$ cat src/core/ecrb_pkg.sv
// ==========================================================================
// shared constants of the extended configuration bank
package ecrb_pkg;

  localparam int           ECRB_DW        = 8;
  localparam int           ECRB_IW        = 6;
  localparam int           ECRB_NREG      = 9;
  localparam int           ECRB_NSTRAP    = 11;

  // index values on the data port
  localparam logic [5:0]   IDX_LOCK       = 6'h05;
  localparam logic [5:0]   IDX_GFX_MODE   = 6'h06;
  localparam logic [5:0]   IDX_EXT_CLK    = 6'h07;
  localparam logic [5:0]   IDX_THRESH_A   = 6'h08;
  localparam logic [5:0]   IDX_THRESH_B   = 6'h09;
  localparam logic [5:0]   IDX_OVERFLOW   = 6'h0A;
  localparam logic [5:0]   IDX_MISC_A     = 6'h0B;
  localparam logic [5:0]   IDX_MISC_B     = 6'h0C;
  localparam logic [5:0]   IDX_STRAP_A    = 6'h0D;
  localparam logic [5:0]   IDX_STRAP_B    = 6'h0E;
  localparam logic [5:0]   IDX_SCRATCH_A  = 6'h0F;
  localparam logic [5:0]   IDX_SCRATCH_B  = 6'h10;

  // storage slots for the writable bytes
  localparam logic [3:0]   SLOT_GFX_MODE  = 4'h0;
  localparam logic [3:0]   SLOT_EXT_CLK   = 4'h1;
  localparam logic [3:0]   SLOT_THRESH_A  = 4'h2;
  localparam logic [3:0]   SLOT_THRESH_B  = 4'h3;
  localparam logic [3:0]   SLOT_OVERFLOW  = 4'h4;
  localparam logic [3:0]   SLOT_MISC_A    = 4'h5;
  localparam logic [3:0]   SLOT_MISC_B    = 4'h6;
  localparam logic [3:0]   SLOT_SCRATCH_A = 4'h7;
  localparam logic [3:0]   SLOT_SCRATCH_B = 4'h8;
  localparam logic [3:0]   SLOT_NONE      = 4'hF;

  // values
  localparam logic [7:0]   UNLOCK_KEY     = 8'h86;
  localparam logic [7:0]   RESET_BYTE     = 8'h00;
  localparam logic [7:0]   ZERO_BYTE      = 8'h00;
  localparam logic [5:0]   RESET_INDEX    = 6'h00;
  localparam int           STRAP_SETTLE   = 16;

  // lock read-back states
  typedef enum logic [1:0] {LK_RESET, LK_OPEN, LK_SHUT} ecrb_lock_t;

endpackage

$ cat src/core/ecrb_pin_sync.sv
`timescale 1ns/10ps
// ==========================================================================
// three-flop input filter: a change counts once stages two and three agree
module ecrb_pin_sync
  import ecrb_pkg::*;
#(
  parameter int W = 1
)(
  // clock and reset
  input  wire logic         clk_sys,
  input  wire logic         arst_n,
  // pins and filtered value
  input  wire logic [W-1:0] pinIn,
  output logic      [W-1:0] pinStable
);

  logic [W-1:0] stage1_q;
  logic [W-1:0] stage2_q;
  logic [W-1:0] stage3_q;

  always_ff @(posedge clk_sys or negedge arst_n)
  begin
    if (!arst_n)
    begin
      stage1_q <= '0;
      stage2_q <= '0;
      stage3_q <= '0;
    end
    else
    begin
      stage1_q <= pinIn;
      stage2_q <= stage1_q;
      stage3_q <= stage2_q;
    end
  end

  always_ff @(posedge clk_sys or negedge arst_n)
  begin
    if (!arst_n)
      pinStable <= '0;
    else if (stage2_q == stage3_q)
      pinStable <= stage3_q;
  end

endmodule

$ cat src/core/ecrb_strap_latch.sv
`timescale 1ns/10ps
// ==========================================================================
// catches the filtered strap pins once, a settle time after reset release
module ecrb_strap_latch
  import ecrb_pkg::*;
#(
  parameter int W      = ECRB_NSTRAP,
  parameter int SETTLE = STRAP_SETTLE
)(
  // clock and reset
  input  wire logic         clk_sys,
  input  wire logic         arst_n,
  // filtered straps in, latched straps out
  input  wire logic [W-1:0] strapStable,
  output logic      [W-1:0] strapHeld_q,
  output logic              strapDone_q
);

  logic [$clog2(SETTLE+1)-1:0] settleCnt_q;

  always_ff @(posedge clk_sys or negedge arst_n)
  begin
    if (!arst_n)
      settleCnt_q <= '0;
    else if (!strapDone_q)
      settleCnt_q <= settleCnt_q + 1'b1;
  end

  always_ff @(posedge clk_sys or negedge arst_n)
  begin
    if (!arst_n)
    begin
      strapHeld_q <= '0;
      strapDone_q <= 1'b0;
    end
    else if (!strapDone_q && settleCnt_q == ($clog2(SETTLE+1))'(SETTLE))
    begin
      strapHeld_q <= strapStable;
      strapDone_q <= 1'b1;
    end
  end

endmodule

$ cat src/core/ecrb_bank.sv
`timescale 1ns/10ps
// How it works
// index port holds a six-bit register select; top two bits read zero
// software writes the index, then the data port reaches that register
// writing the key to the lock byte unlocks and shows the open signature
// writing anything else locks and shows the shut signature
// locked bank ignores data writes except to the lock byte; reads change nothing
// mode byte holds eight graphics and text enables, one means enabled
// clock byte: DAC speed, external clock halving, four-bit clock choice
// first threshold byte: host low threshold high nibble, engine high low nibble
// second threshold byte: character fetch high nibble, host high low nibble
// overflow byte: offset bits 11..8 and four vertical bit-ten extensions
// misc A bit 7 picks colour byte order, zero red first
// misc A bits 6..5: off, A segment, or B segment for both upper codes
// misc A bits 4..0: modulation, dual segment, busy io, packed, transfer
// misc B: access widths, cache, strobe swap, test, memory size code
// misc B bit 0 enables synchronous reset of the display timing
// strap byte A high nibble shows four latched power-on straps
// strap byte A low nibble shows four more latched straps
// strap byte B low bits show the function number straps
// two scratch bytes, reset to zero, no hardware effect
module ecrb_bank
  import ecrb_pkg::*;
#(
  parameter logic [7:0] OPEN_SIG = 8'h5A, // arbitrary value
  parameter logic [7:0] SHUT_SIG = 8'hC3, // arbitrary value
  parameter int         SETTLE   = STRAP_SETTLE
)(
  // clock and reset
  input  wire logic       clk_sys,
  input  wire logic       arst_n,
  // host io access, dataSel low picks the index port
  input  wire logic       ioWrStb,
  input  wire logic       ioRdStb,
  input  wire logic       dataSel,
  input  wire logic [7:0] ioWrData,
  output logic      [7:0] ioRdData,
  output logic            ioRdValid,
  // strap pins
  input  wire logic       rom64kStrap,
  input  wire logic       internalClockStrap,
  input  wire logic       dacOffStrap,
  input  wire logic       multifunctionStrap,
  input  wire logic       strobeTypeStrap,
  input  wire logic       romDecodeOffStrap,
  input  wire logic       videoOffStrap,
  input  wire logic       portSelectStrap,
  input  wire logic [2:0] functionNumberStraps,
  // lock state
  output logic            extUnlocked,
  output logic            strapsLatched,
  // graphics mode
  output logic            linearAddrEn,
  output logic            hwCursorEn,
  output logic            interlaceEn,
  output logic            trueColourEn,
  output logic            colour64kEn,
  output logic            colour32kEn,
  output logic            enhGraphicsEn,
  output logic            enhTextEn,
  // external video clock
  output logic            dacHighSpeed,
  output logic            extClkDiv2,
  output logic      [3:0] extClkSel,
  // arbitration thresholds
  output logic      [3:0] hostLowThresh,
  output logic      [3:0] engineHighThresh,
  output logic      [3:0] charFetchThresh,
  output logic      [3:0] hostHighThresh,
  // timing overflow
  output logic      [3:0] screenOffsetHi,
  output logic            vRetraceStartB10,
  output logic            vBlankStartB10,
  output logic            vDispEndB10,
  output logic            vTotalB10,
  // misc control a
  output logic            bgrByteOrder,
  output logic            mmioEn,
  output logic            mmioSegB,
  output logic            frameRateModEn,
  output logic            dualSegmentEn,
  output logic            ioWhileBusyEn,
  output logic            packed16En,
  output logic            blockTransferEn,
  // misc control b
  output logic            mem32En,
  output logic            text16En,
  output logic            readAheadEn,
  output logic            columnStrobeSwap,
  output logic            testModeEn,
  output logic      [1:0] memConfig,
  output logic            syncTimingResetEn
);

  // ========================================================================
  // state
  logic [ECRB_IW-1:0]      index_q;
  ecrb_lock_t              lock_q;
  logic                    unlocked_q;
  logic [ECRB_DW-1:0]      regFile_q [ECRB_NREG];
  logic                    mmioEn_q;
  logic                    mmioSegB_q;
  logic [ECRB_NSTRAP-1:0]  strapPins;
  logic [ECRB_NSTRAP-1:0]  strapStable;
  logic [ECRB_NSTRAP-1:0]  strapHeld_q;
  logic                    strapDone_q;
  logic [3:0]              wrSlot;
  logic                    dataWr;
  logic                    regWr;
  logic [7:0]              rdData_d;
  logic [7:0]              ioRdData_q;
  logic                    ioRdValid_q;

  // ========================================================================
  // strap pins: filtered, then caught once
  assign strapPins = {rom64kStrap, internalClockStrap, dacOffStrap, multifunctionStrap,
                      strobeTypeStrap, romDecodeOffStrap, videoOffStrap, portSelectStrap,
                      functionNumberStraps};

  ecrb_pin_sync #(
    .W (ECRB_NSTRAP)
  ) u_sync (
    .clk_sys   (clk_sys),
    .arst_n    (arst_n),
    .pinIn     (strapPins),
    .pinStable (strapStable)
  );

  ecrb_strap_latch #(
    .W      (ECRB_NSTRAP),
    .SETTLE (SETTLE)
  ) u_latch (
    .clk_sys     (clk_sys),
    .arst_n      (arst_n),
    .strapStable (strapStable),
    .strapHeld_q (strapHeld_q),
    .strapDone_q (strapDone_q)
  );

  // ========================================================================
  // index decode
  function automatic logic [3:0] slotOf(input logic [5:0] idx);
    case (idx)
      IDX_GFX_MODE:  slotOf = SLOT_GFX_MODE;
      IDX_EXT_CLK:   slotOf = SLOT_EXT_CLK;
      IDX_THRESH_A:  slotOf = SLOT_THRESH_A;
      IDX_THRESH_B:  slotOf = SLOT_THRESH_B;
      IDX_OVERFLOW:  slotOf = SLOT_OVERFLOW;
      IDX_MISC_A:    slotOf = SLOT_MISC_A;
      IDX_MISC_B:    slotOf = SLOT_MISC_B;
      IDX_SCRATCH_A: slotOf = SLOT_SCRATCH_A;
      IDX_SCRATCH_B: slotOf = SLOT_SCRATCH_B;
      default:       slotOf = SLOT_NONE;
    endcase
  endfunction

  assign wrSlot = slotOf(index_q);
  assign dataWr = ioWrStb && dataSel;
  assign regWr  = dataWr && (lock_q == LK_OPEN) && (wrSlot != SLOT_NONE);

  // ========================================================================
  // index port
  always_ff @(posedge clk_sys or negedge arst_n)
  begin
    if (!arst_n)
      index_q <= RESET_INDEX;
    else if (ioWrStb && !dataSel)
      index_q <= ioWrData[ECRB_IW-1:0];
  end

  // ========================================================================
  // lock byte
  always_ff @(posedge clk_sys or negedge arst_n)
  begin
    if (!arst_n)
    begin
      lock_q     <= LK_RESET;
      unlocked_q <= 1'b0;
    end
    else if (dataWr && index_q == IDX_LOCK)
    begin
      unlocked_q <= (ioWrData == UNLOCK_KEY);
      if (ioWrData == UNLOCK_KEY)
        lock_q <= LK_OPEN;
      else
        lock_q <= LK_SHUT;
    end
  end

  // ========================================================================
  // writable bytes, one flop group per slot
  genvar g;
  generate
    for (g = 0; g < ECRB_NREG; g++)
    begin : g_reg
      always_ff @(posedge clk_sys or negedge arst_n)
      begin
        if (!arst_n)
          regFile_q[g] <= RESET_BYTE;
        else if (regWr && wrSlot == 4'(g))
          regFile_q[g] <= ioWrData;
      end
    end
  endgenerate

  // memory-mapped space decode kept in flops
  always_ff @(posedge clk_sys or negedge arst_n)
  begin
    if (!arst_n)
    begin
      mmioEn_q   <= 1'b0;
      mmioSegB_q <= 1'b0;
    end
    else if (regWr && wrSlot == SLOT_MISC_A)
    begin
      mmioEn_q   <= |ioWrData[6:5];
      mmioSegB_q <= ioWrData[6];
    end
  end

  // ========================================================================
  // read path, answer one cycle after the strobe
  always_comb
  begin
    rdData_d = ZERO_BYTE;
    if (!dataSel)
      rdData_d = {2'b00, index_q};
    else
    begin
      case (index_q)
        IDX_LOCK:
        begin
          case (lock_q)
            LK_OPEN: rdData_d = OPEN_SIG;
            LK_SHUT: rdData_d = SHUT_SIG;
            default: rdData_d = RESET_BYTE;
          endcase
        end
        IDX_STRAP_A:   rdData_d = strapHeld_q[10:3];
        IDX_STRAP_B:   rdData_d = {5'h00, strapHeld_q[2:0]};
        default:
        begin
          if (wrSlot != SLOT_NONE)
            rdData_d = regFile_q[wrSlot];
        end
      endcase
    end
  end

  always_ff @(posedge clk_sys or negedge arst_n)
  begin
    if (!arst_n)
    begin
      ioRdData_q  <= ZERO_BYTE;
      ioRdValid_q <= 1'b0;
    end
    else
    begin
      ioRdValid_q <= ioRdStb;
      if (ioRdStb)
        ioRdData_q <= rdData_d;
    end
  end

  // ========================================================================
  // outputs straight from the flops
  assign ioRdData          = ioRdData_q;
  assign ioRdValid         = ioRdValid_q;
  assign extUnlocked       = unlocked_q;
  assign strapsLatched     = strapDone_q;
  assign linearAddrEn      = regFile_q[SLOT_GFX_MODE][7];
  assign hwCursorEn        = regFile_q[SLOT_GFX_MODE][6];
  assign interlaceEn       = regFile_q[SLOT_GFX_MODE][5];
  assign trueColourEn      = regFile_q[SLOT_GFX_MODE][4];
  assign colour64kEn       = regFile_q[SLOT_GFX_MODE][3];
  assign colour32kEn       = regFile_q[SLOT_GFX_MODE][2];
  assign enhGraphicsEn     = regFile_q[SLOT_GFX_MODE][1];
  assign enhTextEn         = regFile_q[SLOT_GFX_MODE][0];
  assign dacHighSpeed      = regFile_q[SLOT_EXT_CLK][5];
  assign extClkDiv2        = regFile_q[SLOT_EXT_CLK][4];
  assign extClkSel         = regFile_q[SLOT_EXT_CLK][3:0];
  assign hostLowThresh     = regFile_q[SLOT_THRESH_A][7:4];
  assign engineHighThresh  = regFile_q[SLOT_THRESH_A][3:0];
  assign charFetchThresh   = regFile_q[SLOT_THRESH_B][7:4];
  assign hostHighThresh    = regFile_q[SLOT_THRESH_B][3:0];
  assign screenOffsetHi    = regFile_q[SLOT_OVERFLOW][7:4];
  assign vRetraceStartB10  = regFile_q[SLOT_OVERFLOW][3];
  assign vBlankStartB10    = regFile_q[SLOT_OVERFLOW][2];
  assign vDispEndB10       = regFile_q[SLOT_OVERFLOW][1];
  assign vTotalB10         = regFile_q[SLOT_OVERFLOW][0];
  assign bgrByteOrder      = regFile_q[SLOT_MISC_A][7];
  assign mmioEn            = mmioEn_q;
  assign mmioSegB          = mmioSegB_q;
  assign frameRateModEn    = regFile_q[SLOT_MISC_A][4];
  assign dualSegmentEn     = regFile_q[SLOT_MISC_A][3];
  assign ioWhileBusyEn     = regFile_q[SLOT_MISC_A][2];
  assign packed16En        = regFile_q[SLOT_MISC_A][1];
  assign blockTransferEn   = regFile_q[SLOT_MISC_A][0];
  assign mem32En           = regFile_q[SLOT_MISC_B][7];
  assign text16En          = regFile_q[SLOT_MISC_B][6];
  assign readAheadEn       = regFile_q[SLOT_MISC_B][5];
  assign columnStrobeSwap  = regFile_q[SLOT_MISC_B][4];
  assign testModeEn        = regFile_q[SLOT_MISC_B][3];
  assign memConfig         = regFile_q[SLOT_MISC_B][2:1];
  assign syncTimingResetEn = regFile_q[SLOT_MISC_B][0];
endmodule

$ cat config.mk
export PLATFORM = sky130hd
export DESIGN_NAME = ecrb_bank
export DESIGN_NICKNAME = d
export VERILOG_FILES = /design/src/core/ecrb_pkg.sv /design/src/core/ecrb_pin_sync.sv /design/src/core/ecrb_strap_latch.sv /design/src/core/ecrb_bank.sv
export SDC_FILE = /design/constraint.sdc
export NUM_CORES = 1
export LEC_CHECK = 0
export ABC_AREA = 1
export BUFFER_PORTS_ARGS = -buffer_cell sky130_fd_sc_hd__buf_2
export CAP_MARGIN = 10
export CORE_ASPECT_RATIO = 0.9
export CORE_MARGIN = 2
export CORE_UTILIZATION = 58
export DETAILED_ROUTE_END_ITERATION = 7
export GPL_TIMING_DRIVEN = 0
export PLACE_DENSITY = 0.77
export REMOVE_ABC_BUFFERS = 1
export SLEW_MARGIN = 25
export SYNTH_ARGS = -nofsm -noshare
export SYNTH_HDL_FRONTEND = slang
export SYNTH_SLANG_ARGS = --single-unit
$ cat constraint.sdc
create_clock -name clk_sys -period 2.65 [get_ports clk_sys]
set_input_delay 0 -clock clk_sys [delete_from_list [all_inputs] [get_ports clk_sys]]
set_output_delay 0 -clock clk_sys [all_outputs]
set_load 0.05 [all_outputs]
# ---- Word level (Yosys, flattened, before mapping)
# Memory sizes are Yosys's and may differ from the RTL's.
# Cells that the tools add are included.
dict set report word_totals {
  romBits 128
  n_memories 1
  reg_bits 153
}
dict set report classes {
  eq_ne 17
  n_reduce_logical 19
  bitwise_logic 1
  order_cmp 1
  add_sub_neg 1
  mux 9
}
# name depth width rd rd_ports_with_merged_regs wr line
set mem_list {}
lappend mem_list {{(name not given)} 32 4 1 0 0 ecrb_bank.sv:143} ;# case (idx)
# operator n
set op_table {}
lappend op_table {{binary-select mux 8 bit (select 4 bit)} 1}
lappend op_table {{2-to-1 mux 8 bit} 4}
lappend op_table {{one-hot mux 8 bit (3 select lines)} 1}
lappend op_table {{== test 4 x 3 -> 1 bit (second input constant)} 4}
lappend op_table {{one-hot mux 8 bit (2 select lines)} 1}
lappend op_table {{logical AND 1 bit} 15}
lappend op_table {{== test 6 x 4 -> 1 bit (second input constant)} 2}
lappend op_table {{== test 11 bit} 1}
lappend op_table {{== test 4 x 2 -> 1 bit (second input constant)} 2}
lappend op_table {{== test 8 bit (second input constant)} 1}
lappend op_table {{== test 6 x 3 -> 1 bit (second input constant)} 1}
lappend op_table {{adder 5 x 1 -> 5 bit (second input constant)} 1}
lappend op_table {{== test 5 bit (second input constant)} 1}
lappend op_table {{>= comparator 5 bit (second input constant)} 1}
lappend op_table {{NOT 4 -> 5 bit} 1}
lappend op_table {{== test 4 x 1 -> 1 bit (second input constant)} 1}
lappend op_table {{== test 4 bit (second input constant)} 1}
lappend op_table {{zero test 4 bit} 1}
lappend op_table {{2-to-1 mux 4 bit} 1}
lappend op_table {{inequality test 4 bit (second input constant)} 1}
lappend op_table {{== test 2 x 1 -> 1 bit (second input constant)} 1}
lappend op_table {{== test 2 bit (second input constant)} 1}
lappend op_table {{zero test 1 bit} 2}
lappend op_table {{2-to-1 mux 2 bit} 1}
lappend op_table {{OR reduction 2 bit} 1}

# ---- Longest topological paths before layout
# Gate-level depths: netlist (run 1).
# An unclocked memory read counts as a cell.
dict set report logic_depth {
  depth_word 9
  depth_mapped 18
}

# ---- Cells and area by module
# A second synthesis (run 1) with hierarchy kept.
dict set report hier_totals {
  cells_unflattened 926
  area_unflattened_um2 7596.0
}
# module cells_per_inst area_each_um2 n_inst
set modules_own_cells {}
lappend modules_own_cells {ecrb_bank 713 5297.6 1}
lappend modules_own_cells {ecrb_pin_sync 129 1500.2 1}
lappend modules_own_cells {ecrb_strap_latch 84 798.3 1}

# ---- Least setup slack after synthesis (run 1)
# OpenSTA, ideal clock, no wires.
dict set report synth_path {
  path_kind {flip-flop to flip-flop}
  start {reg index_q[1]}
  end {reg regFile_q, in the netlist charFetchThresh[1]}
  slack_ns 0.654
  path_stages_with_launch 12
  setup_ns 0.124
  synth_period_minus_slack_ns 1.996
  arrival_ns 1.871
  required_time_ns 2.526
  path_cell_list {dfrtp_1 > inv_1 > ha_1 > nand2_1 > nand3_4 > inv_2 > nand3_1 > inv_2 > nand4_4 > buf_6 > nand2_1 > o21ai_2}
}
dict set report synth_via {
  elab_chain_len 5
  elab_cells_between_ends 6
  classes_between {eq/ne (2); mux (1); reduce/logical (2); memory (1)}
}
# element line
set synth_rtl {}
lappend synth_rtl {{from (decl)} ecrb_bank.sv:97} ;# logic [ECRB_IW-1:0] index_q;
lappend synth_rtl {{from (signal assigned)} ecrb_bank.sv:168} ;# index_q <= ioWrData[ECRB_IW-1:0];
lappend synth_rtl {{memory read (32 x 4 bit) (*)} -}
lappend synth_rtl {{2-to-1 mux 4 bit (*)} ecrb_bank.sv:143}
lappend synth_rtl {{inequality test 4 bit} ecrb_bank.sv:159} ;# assign regWr = dataWr && (lock_q == LK_OPEN) && (wrSlot != SLOT_NONE);
lappend synth_rtl {{logical AND 1 bit} ecrb_bank.sv:159}
lappend synth_rtl {{logical AND 1 bit (*)} ecrb_bank.sv:200} ;# else if (regWr && wrSlot == 4'(g))
lappend synth_rtl {{to (signal, indexed assignment)} ecrb_bank.sv:201} ;# regFile_q[g] <= ioWrData;
lappend synth_rtl {{to (decl)} ecrb_bank.sv:100} ;# logic [ECRB_DW-1:0] regFile_q [ECRB_NREG];
# Every way passes the cells marked *; elsewhere a longest branch is shown, timed or not.
# A chain may end at the register's enable or synchronous reset.

# ---- Final worst setup path (run 1)
dict set report layout_path {
  start {reg index_q[1]}
  end {reg ioRdData_q[6], in the netlist ioRdData[6]}
}
dict set report layout_via {
  elab_chain_len 9
  elab_cells_between_ends 13
  classes_between {eq/ne (4); mux (7); bitwise (1); memory (1)}
}
# element line
set layout_rtl {}
lappend layout_rtl {{memory read (32 x 4 bit)} -}
lappend layout_rtl {{2-to-1 mux 4 bit} ecrb_bank.sv:143}
lappend layout_rtl {{NOT 4 -> 5 bit (not written as such)} ecrb_bank.sv:244} ;# rdData_d = regFile_q[wrSlot];
lappend layout_rtl {{binary-select mux 8 bit (select 4 bit)} ecrb_bank.sv:244}
lappend layout_rtl {{2-to-1 mux 8 bit (not written as such) (2 in a row)} ecrb_bank.sv:244}
lappend layout_rtl {{2-to-1 mux 8 bit} ecrb_bank.sv:243} ;# if (wrSlot != SLOT_NONE)
lappend layout_rtl {{one-hot mux 8 bit (3 select lines) (*)} ecrb_bank.sv:230} ;# case (index_q)
lappend layout_rtl {{2-to-1 mux 8 bit (*)} ecrb_bank.sv:226} ;# if (!dataSel)
lappend layout_rtl {{to (signal assigned)} ecrb_bank.sv:261} ;# ioRdData_q <= rdData_d;
lappend layout_rtl {{to (decl)} ecrb_bank.sv:111} ;# logic [7:0] ioRdData_q;
# Every way passes the cells marked *; elsewhere a longest branch is shown, timed or not. The select of a mux whose other input is x is not followed.

==> results of run 1 <==
## per-stage QoR
stage                     instance area [um^2]  hold WS, ps
after floorplan                           6870         -296
final                                     8630         75.8
after CTS                                 8420         74.4
after detailed placement                  7550        -51.9
after global routing                      8630          102
after global placement                    7510          109
## Yosys cell counts, types with 7 or more instances
master,instances,area (um^2)
nand3_1,34,170
nand4_1,10,62.6
inv_1,91,342
a21oi_1,15,75.1
nand2_4,8,90.1
o21ai_0,64,320
dfrtp_1,151,3780
o21ai_1,26,130
clkbuf_1,8,30.0
xor2_1,7,61.3
buf_6,9,101
nand3b_1,7,52.6
buf_4,32,240
nand2_1,249,935
o21ai_2,14,123
nor2_1,40,150
ha_1,8,100
## what timing repair did
item / CTS / global route
resized for setup: 4 / 11
gates cloned: 0 / 4
setup endpoints to repair: 63 / 58
hold buffers: 22 / 0
setup buffers: 2 / 10
pin swaps: 0 / 7
endpoints found under the hold margin: 190 / 0
## layout make-up
cell class	instances	area [um^2]	share of cell area [%]
Sequential cell	151	3780	43.8
Clock buffer	21	470	5.45
Inverter	94	357	4.13
Multi-Input combinational cell	534	2860	33.2
Timing Repair Buffer	123	823	9.54
Clock inverter	11	136	1.58
Tap cell	160	200	2.32
## routing by layer
layer | vias to the layer above | share of wire [%] | wire (um) | global-route usage (%)
met3 | 23 | 9.2 | 1590 | 6.48
met2 | 271 | 45 | 7730 | 39.3
li1 | 2806 | - | - | -
met1 | 2782 | 44 | 7650 | 36.8
met5 | - | 0 | 0 | 0
met4 | 0 | 1.4 | 238 | 7.47
## flip-flops by register name (all words and copies together) (netlist names), 2 cells and up
name / flops
index_q: 6
u_sync.stage3_q: 11
u_sync.pinStable: 11
charFetchThresh: 4
memConfig: 2
u_sync.stage1_q: 11
extClkSel: 4
hostHighThresh: 4
u_latch.strapHeld_q: 11
lock_q: 2
screenOffsetHi: 4
engineHighThresh: 4
hostLowThresh: 4
regFile_q: 20
u_sync.stage2_q: 11
u_latch.settleCnt_q: 5
ioRdData: 8
## logic make-up after synthesis
kind of cell / synth area share, %
AOI/OAI and AO/OA: 10.1
and+or+nand+nor: 24.3
buffers and inverters: 10.2
xor gates and xnor gates: 1.33
DFF: 52.0
adders and majority gates: 1.38
muxes: 0.620
## power by group through the flow
stage                     combinational, mW  clock [mW]  sequential, mW
after floorplan                       0.619           0            2.75
after global placement                 1.07           0            2.59
after detailed placement               1.09           0            2.60
after CTS                              1.15        2.47            2.56
after global routing                   1.38        2.57            2.58
final                                  1.26        2.45            2.56
## worst max-delay path by stage
stage | to | startpoint | cells past startpoint | slack, ps
2_1_floorplan | charFetchThresh[1]$_DFFE_PN0P_ | index_q[1]$_DFFE_PN0P_ | 13 | 340
3_3_place_gp | u_sync.stage1_q[6]$_DFF_PN0_ | arst_n | 1 | -540
3_5_place_dp | charFetchThresh[0]$_DFFE_PN0P_ | index_q[1]$_DFFE_PN0P_ | 13 | -240
4_1_cts | charFetchThresh[1]$_DFFE_PN0P_ | index_q[1]$_DFFE_PN0P_ | 13 | 2
5_1_grt | ioRdData[3]$_DFFE_PN0P_ | index_q[1]$_DFFE_PN0P_ | 15 | 6
6_report | ioRdData[6]$_DFFE_PN0P_ | index_q[1]$_DFFE_PN0P_ | 15 | 120
==> results.tsv, run 1 <==
metric	value	unit
yosys_warnings	0	
outcome	finished, final reports clean	
drt_iter0_markers	518	
port_buffers	88	
syn_area	0.00727	mm^2
synthArstFlopShare	100	%
io_pins	89	
postRouteAntennaNets	0	
rsz0062_at_grt	false	
slew_headroom	56.5	%
p_comb_share	20.1	%
period_share	95.6	%
grt_max_degree	94	
crit_family	simple AND/OR/NAND/NOR gates	
r2r-start	index_q[1]$_DFFE_PN0P_	
p_int	4.30	mW
htreeDepth	4	
cts_root_buf	clkbuf_16	
fin_tns_setup	0	ps
clk_pin_slew	60	ps
cap_viol_max_count	0	
routed_wl	17.2	mm
cts_buffers	17	
setup_slack	115	ps
postSynthCellCount	828	
core	0.0121	mm^2
dp.final_hpwl	10.5	mm
place_ws	-244	ps
hold_violations	0	
drive_above_1_share	20.9	%
cpMostUsedCell	nand2_1	
fin_cells	1094	
dp_cells	1024	
drt-pass1-iter-count	5	
area_growth	18.7	%
required	2960	ps
min_path_type	in2async	
crit_path_start_kind	register	
grt_pass1_wl	26.2	mm
switching_share	31.5	%
die_w	122	um
power.share.sequential	40.8	%
yosysUniqueCellTypes	37	
clk_latency	420	ps
rows	38	
gp_congestion	0.914	
reg2reg_to	ioRdData[6]$_DFFE_PN0P_	
drcViolationCount	0	
synth_area_per_cell	8.78	um^2
setup_viol	0	
grt_usage	25.7	%
antenna_cells	0	
cpPeakStageDelay	440	ps
cp_slowest_cell	dfrtp_1	
arrival	2840	ps
antenna_found_initial	0	
fp.dieArea	0.0134	mm^2
initial_core_util	59.9	%
grt_pass1_vias	5205	
via_per_inst	5.38	
period_needed	2530	ps
die_h	110	um
overflow	0	
clock_skew	7.01	ps
p_clk_share	39.1	%
r2r_slack	120	ps
cts_max_path_buffers	2	
synth_edf_count	0	
final_common_cell	nand2_1	
tightest_slew	651	ps
fillers	918	
critPathBufInv	2	
fmax	0.395	GHz
crit_path_cell_trace	inv_1 -> ha_1 -> inv_1 -> nand2_1 -> nand3_1 -> nand2_8 -> nand2_8 -> o21ai_0 -> nand2_1 -> nand2_1 -> nand2_1 -> nand3_1 -> nand2_1 -> nand2_1 -> nand2_1	
avgRoutedWirePerCell	15.7	um
cts_tree	yes	
post-route-util	71.2	%
p_leak	4.33	nW
ys.flop_type	dfrtp_1	
layout.nets	953	
ys_seq_area_share	52.0	%
reg2regPathDepth	15	
clkSinkCount	151	
switchingPower	1.97	mW
drv_slew	0	
final_cell_mix	nand2_1, dfrtp_1, inv_1	
num_vias	5882	
crit_fanout	21	
total_power	6.27	mW
crit_path_end_kind	register	
power.density	727	mW/mm^2
ys_ff_latch	151	
path_class	reg2reg	
peakVddDrop	0.000432	V
No activity file was read; power rests on OpenSTA's default activity.
==> inputs of run 2 (changes only) <==
CORE_ASPECT_RATIO = 1.1   (was 0.9)
==> results.tsv, run 2 (synthesis results as in run 1) <==
metric	value	unit	change
outcome	finished, final reports clean		
crit_path_cell_trace	inv_1 -> ha_1 -> inv_1 -> nand2_1 -> nand3_2 -> nand2_8 -> nand2_8 -> nand2_8 -> nor2_4 -> nor2_8 -> buf_4 -> nand3_4 -> o21ai_2		
cts_root_buf	clkbuf_16		
reg2regPathDepth	13		-2
cts_max_path_buffers	2		unchanged
htreeDepth	4		unchanged
cp-startpoint	index_q[1]$_DFFE_PN0P_		
cts_tree	yes		
postRouteAntennaNets	0		unchanged
cts_buffers	17		unchanged
cp_slowest_cell	dfrtp_1		
arrival	2920	ps	+80 ps
final_common_cell	nand2_1		
core	0.0121	mm^2	+0.12%
crit_path_start_kind	register		
worstHoldEndpoint	lock_q[0]$_DFFE_PN0P_		
routed_wl	17.6	mm	+2.4%
hold_violations	0		unchanged
p_clk_share	37.1	%	-2.0 points
p_comb_share	21.0	%	+0.9 points
overflow	0		unchanged
crit_fanout	21		unchanged
final_cell_mix	nand2_1, dfrtp_1, inv_1		
clock_skew	9.61	ps	+2.60 ps
cpPeakStageDelay	450	ps	about the same
grt_pass1_wl	27.8	mm	+6.0%
power.share.sequential	41.9	%	+1.1 points
place_ws	-315	ps	-70.3 ps
fmax	0.390	GHz	-1.2%
r2r-start	index_q[1]$_DFFE_PN0P_		
dp_cells	1018		-0.59%
switchingPower	2.00	mW	+1.1%
period_share	96.8	%	+1.1 points
tightest_slew	665	ps	+14.5 ps
reg2reg_to	columnStrobeSwap$_DFFE_PN0P_		
rows	42		+11%
holdPathStages	4		
slew_headroom	55.5	%	-0.97 points
die_h	121	um	+10%
io_pins	89		unchanged
min_from	ioWrStb		
setup_slack	85.4	ps	-30.0 ps
num_vias	5877		-0.085%
fin_cells	1086		-0.73%
grt_usage	26.5	%	+0.79 points
grt_pass1_vias	5539		+6.4%
antenna_cells	0		unchanged
initial_core_util	59.9	%	-0.074 points
fillers	923		+0.54%
clkSinkCount	151		unchanged
drcViolationCount	0		unchanged
crit_path_end_kind	register		
fp.dieArea	0.0134	mm^2	about the same
cpMostUsedCell	nand2_8		
path_class	reg2reg		
p_leak	4.30	nW	-0.70%
drt_iter0_markers	596		+15%
required	3000	ps	+40 ps
regArea	0.00378	mm^2	unchanged
clk_latency	430	ps	about the same
multi_input_area	0.00288	mm^2	+0.66%
drt-pass1-iter-count	7		+2
drive_above_1_share	20.7	%	-0.17 points
power.density	714	mW/mm^2	-1.8%
switching_share	32.7	%	+1.2 points
largest_reg_flops	20		unchanged
layout.nets	952		-0.10%
dp.final_hpwl	10.8	mm	+2.1%
grt_max_degree	86		-8.5%
port_buffers	88		unchanged
die_w	111	um	-9.2%
drv_slew	0		unchanged
via_per_inst	5.41		+0.65%
setup_viol	0		unchanged
cap_viol_max_count	0		unchanged
gp_congestion	0.907		-0.74%
peakVddDrop	0.000517	V	+20%
period_needed	2560	ps	+30.0 ps
antenna_found_initial	0		unchanged
r2r_slack	90	ps	-30 ps
min_path_type	in2reg		
p_int	4.12	mW	-4.2%
clk_pin_slew	60	ps	about the same
area_growth	17.8	%	
avgRoutedWirePerCell	16.2	um	+3.2%
top_register	regFile_q		
==> run 2: cell count changes in the layout (fill, tap and decap cells not counted), sizes merged <==
cell and change:
clkinv +6, clkbuf -4, inv -3, bufinv -1
buf -1, nand2 +1
==> run 2: area by class of cell <==
class	instances	area share, %
flip-flops and latches	151	44.1
clock buffers	18	5.01
clock inverters	13	1.51
well taps	154	2.25
multi-input cells	535	33.6
repair buffers	121	9.29
inverters	94	4.16
==> run 2: worst max-delay path: cells and delay by family (launching register included) <==
kind                       cells  cell delay (ps)
buffers and inverters          3              360
and+or+nand+nor                8             1290
adders and majority gates      1              150
AOI/OAI and AO/OA              1              190
DFF                            1              450
==> run 2: power groups by stage <==
stage          sequential, mW  clock [mW]  combinational (mW)
2_1_floorplan            2.75           0               0.619
3_3_place_gp             2.59           0                1.08
3_5_place_dp             2.60           0                1.10
4_1_cts                  2.56        2.30                1.17
5_1_grt                  2.58        2.37                1.40
6_report                 2.56        2.27                1.28
==> run 2: how the worst max path moves through the flow <==
stage | to | slack (ps) | depth (start not counted)
4_1_cts | columnStrobeSwap$_DFFE_PN0P_ | 30 | 13
6_report | columnStrobeSwap$_DFFE_PN0P_ | 90 | 13
3_3_place_gp | u_sync.stage1_q[10]$_DFF_PN0_ | -540 | 1
2_1_floorplan | charFetchThresh[1]$_DFFE_PN0P_ | 340 | 13
5_1_grt | charFetchThresh[1]$_DFFE_PN0P_ | -20 | 14
3_5_place_dp | hostHighThresh[1]$_DFFE_PN0P_ | -310 | 13
==> run 2: through the flow <==
| stage | utilization, % | total power [mW] | cell area [um^2] | hold slack (ps) | TNS (ps) |
|---|---|---|---|---|---|
| floorplan | - | 3.37 | 6870 | -296 | 0 |
| CTS | 69.1 | 6.02 | 8390 | 38.3 | 0 |
| global route | 70.5 | 6.35 | 8560 | 91.3 | -46.0 |
| detailed placement | 62.2 | 3.70 | 7540 | 50.7 | -11390 |
| global placement | 61.8 | 3.67 | 7510 | 108 | -88840 |
| finish | 70.5 | 6.11 | 8560 | 71.9 | 0 |
==> run 2: timing repair <==
item,in CTS,in global routing
pin swaps,1,7
buffers inserted,4,6
gates cloned,0,5
hold buffers,22,0
endpoints found under the hold margin,124,0
gates resized for setup,4,12
endpoints found under the setup margin,65,65
==> run 2: layer usage <==
metal / GRT usage [%] / wire, um / vias up / share of wire (%)
li1: - / - / 2791 / -
met1: 35.3 / 7420 / 2749 / 42
met2: 42.5 / 8280 / 280 / 47
met3: 4.85 / 1280 / 57 / 7.2
met4: 12.7 / 639 / 0 / 3.6
met5: 0 / 0 / - / 0
==> inputs of run 3 (changes only) <==
CELL_PAD_IN_SITES_DETAIL_PLACEMENT = 1   (was unset)
CELL_PAD_IN_SITES_GLOBAL_PLACEMENT = 2   (was unset)
CORE_UTILIZATION = 36   (was 58)
==> results.tsv, run 3 (synthesis results as in run 1) <==
metric	value	unit	change
routed_wl	20.8	mm	+18%
drt_iter0_markers	264		-56%
holdPathStages	4		unchanged
cp-startpoint	index_q[1]$_DFFE_PN0P_		
top_register	regFile_q		
gp_congestion	0.806		-11%
initial_core_util	36.7	%	-23 points
clock_skew	9.79	ps	+0.174 ps
dp.final_hpwl	14.1	mm	+31%
area_growth	20.1	%	
fp.dieArea	0.0213	mm^2	+59%
min_path_type	in2reg		
reg2regPathDepth	13		unchanged
hold-worst-slack	47.7	ps	-24.2 ps
postRouteAntennaNets	0		unchanged
fmax	0.388	GHz	-0.48%
antenna_cells	0		unchanged
p_clk_share	39.1	%	+2.0 points
path_class	reg2reg		
final_common_cell	nand2_1		
min_from	ioWrStb		
required	2950	ps	-50 ps
slew_headroom	51.4	%	-4.1 points
die_h	153	um	+26%
cpMostUsedCell	nand2_8		
via_per_inst	4.94		-8.7%
period_needed	2580	ps	+12.5 ps
arrival	2880	ps	-40 ps
post-route-util	44.1	%	-26 points
grt_max_degree	94		+9.3%
overflow	0		unchanged
tightest_slew	727	ps	+61.5 ps
port_buffers	88		unchanged
power.density	728	mW/mm^2	+1.9%
power.share.sequential	40.4	%	-1.5 points
crit_fanout	21		unchanged
crit_path_start_kind	register		
rows	54		+29%
grt_pass1_vias	6251		+13%
place_ws	-609	ps	-295 ps
drv_slew	0		unchanged
clk_latency	430	ps	about the same
peakVddDrop	0.000462	V	-11%
core	0.0198	mm^2	+63%
grt_pass1_wl	33.5	mm	+21%
cts_root_buf	clkbuf_16		
setup_slack	72.9	ps	-12.5 ps
switchingPower	2.23	mW	+12%
cp_slowest_cell	dfrtp_2		
io_pins	89		unchanged
cts_max_path_buffers	2		unchanged
p_int	4.11	mW	about the same
drive_above_1_share	21.0	%	+0.26 points
cpPeakStageDelay	460	ps	about the same
clk_pin_slew	70	ps	about the same
avgRoutedWirePerCell	17.6	um	+8.5%
layout.nets	949		-0.32%
cts_buffers	17		unchanged
period_share	97.2	%	+0.47 points
die_w	139	um	+26%
final_cell_mix	nand2_1, dfrtp_1, inv_1		
antenna_found_initial	0		unchanged
hold_violations	0		unchanged
r2r-start	index_q[1]$_DFFE_PN0P_		
crit_path_cell_trace	inv_1 -> ha_1 -> inv_1 -> nand2_1 -> nand3_2 -> nand2_8 -> nand2_8 -> nand2_8 -> nor2_4 -> nor2_8 -> nand3_4 -> nand2_1 -> o21ai_2		
drt-pass1-iter-count	4		-3
fillers	2318		+150%
htreeDepth	4		unchanged
crit_path_end_kind	register		
p_leak	4.32	nW	+0.59%
clkSinkCount	151		unchanged
outcome	finished, final reports clean		
switching_share	35.2	%	+2.5 points
setup_viol	0		unchanged
cap_viol_max_count	0		unchanged
num_vias	5843		-0.58%
grt_usage	19.9	%	-6.6 points
largest_reg_flops	20		unchanged
cts_tree	yes		
p_comb_share	20.5	%	-0.5 points
drcViolationCount	0		unchanged
## run 3: changes by cell type in the layout (fill, tap and decap cells not counted), sizes merged
cell and delta:
clkinvlp -2, clkbuf -1, clkinv -2, nand3 -2, bufinv -1, inv +7, buf -1
## run 3: power groups by stage
stage	logic [mW]	registers (mW)	clock network, mW
global placement	1.13	2.60	0
detailed placement	1.16	2.61	0
CTS	1.26	2.56	2.55
finish	1.30	2.57	2.48
floorplan	0.619	2.75	0
global route	1.43	2.59	2.67
## run 3: per-stage QoR
| stage | power [mW] | TNS, ps | instance area, um^2 | instances |
|---|---|---|---|---|
| 5_1_grt | 6.69 | -230 | 8720 | 1182 |
| 3_3_place_gp | 3.73 | -118770 | 7630 | 1115 |
| 6_report | 6.35 | 0 | 8720 | 1182 |
| 2_1_floorplan | 3.37 | 0 | 6870 | 775 |
| 4_1_cts | 6.37 | -1.03 | 8630 | 1176 |
| 3_5_place_dp | 3.77 | -28430 | 7670 | 1116 |
## run 3: critical path: cells and delay by family, from the launching register on
kind	cells	cell delay (ps)
adder cells (fa/ha/maj)	1	170
AO/OA/AOI/OAI	1	60
flip-flops	1	460
buffers and inverters	2	200
AND/OR/NAND/NOR	9	1510
## run 3: final cells by class
cell class	instances	area [um^2]	share of cell area, %
Sequential cell	151	3780	43.3
Timing Repair Buffer	120	801	9.18
Clock inverter	15	191	2.19
Inverter	94	359	4.12
Multi-Input combinational cell	533	2850	32.7
Tap cell	252	315	3.61
Clock buffer	17	425	4.88
## run 3: repair_timing
| action | 4_1_cts | 5_1_grt |
|---|---|---|
| cloned | 1 | 2 |
| hold buffers | 22 | 0 |
| resized for setup | 8 | 10 |
| hold endpoints to repair | 102 | 0 |
| pin swaps | 3 | 2 |
| setup endpoints to repair | 73 | 72 |
| setup buffers | 5 | 4 |
## run 3: path summary, 6_finish.rpt
path	slack [ps]	end
max reg2reg	70	columnStrobeSwap$_DFFE_PN0P_
max in group asynchronous	1740	u_sync.stage3_q[1]$_DFF_PN0_
min	50	lock_q[0]$_DFFE_PN0P_
min reg2reg	350	u_sync.stage2_q[1]$_DFF_PN0_
max	70	columnStrobeSwap$_DFFE_PN0P_
min in group asynchronous	80	text16En$_DFFE_PN0P_
## run 3: metal layers
metal | share of wire, % | track usage [%] | vias to the layer above
met5 | 0 | 0 | -
met2 | 49 | 34.6 | 108
met3 | 3.4 | 3.79 | 26
met1 | 46 | 25.6 | 2913
li1 | - | - | 2796
met4 | 1.7 | 5.39 | 0
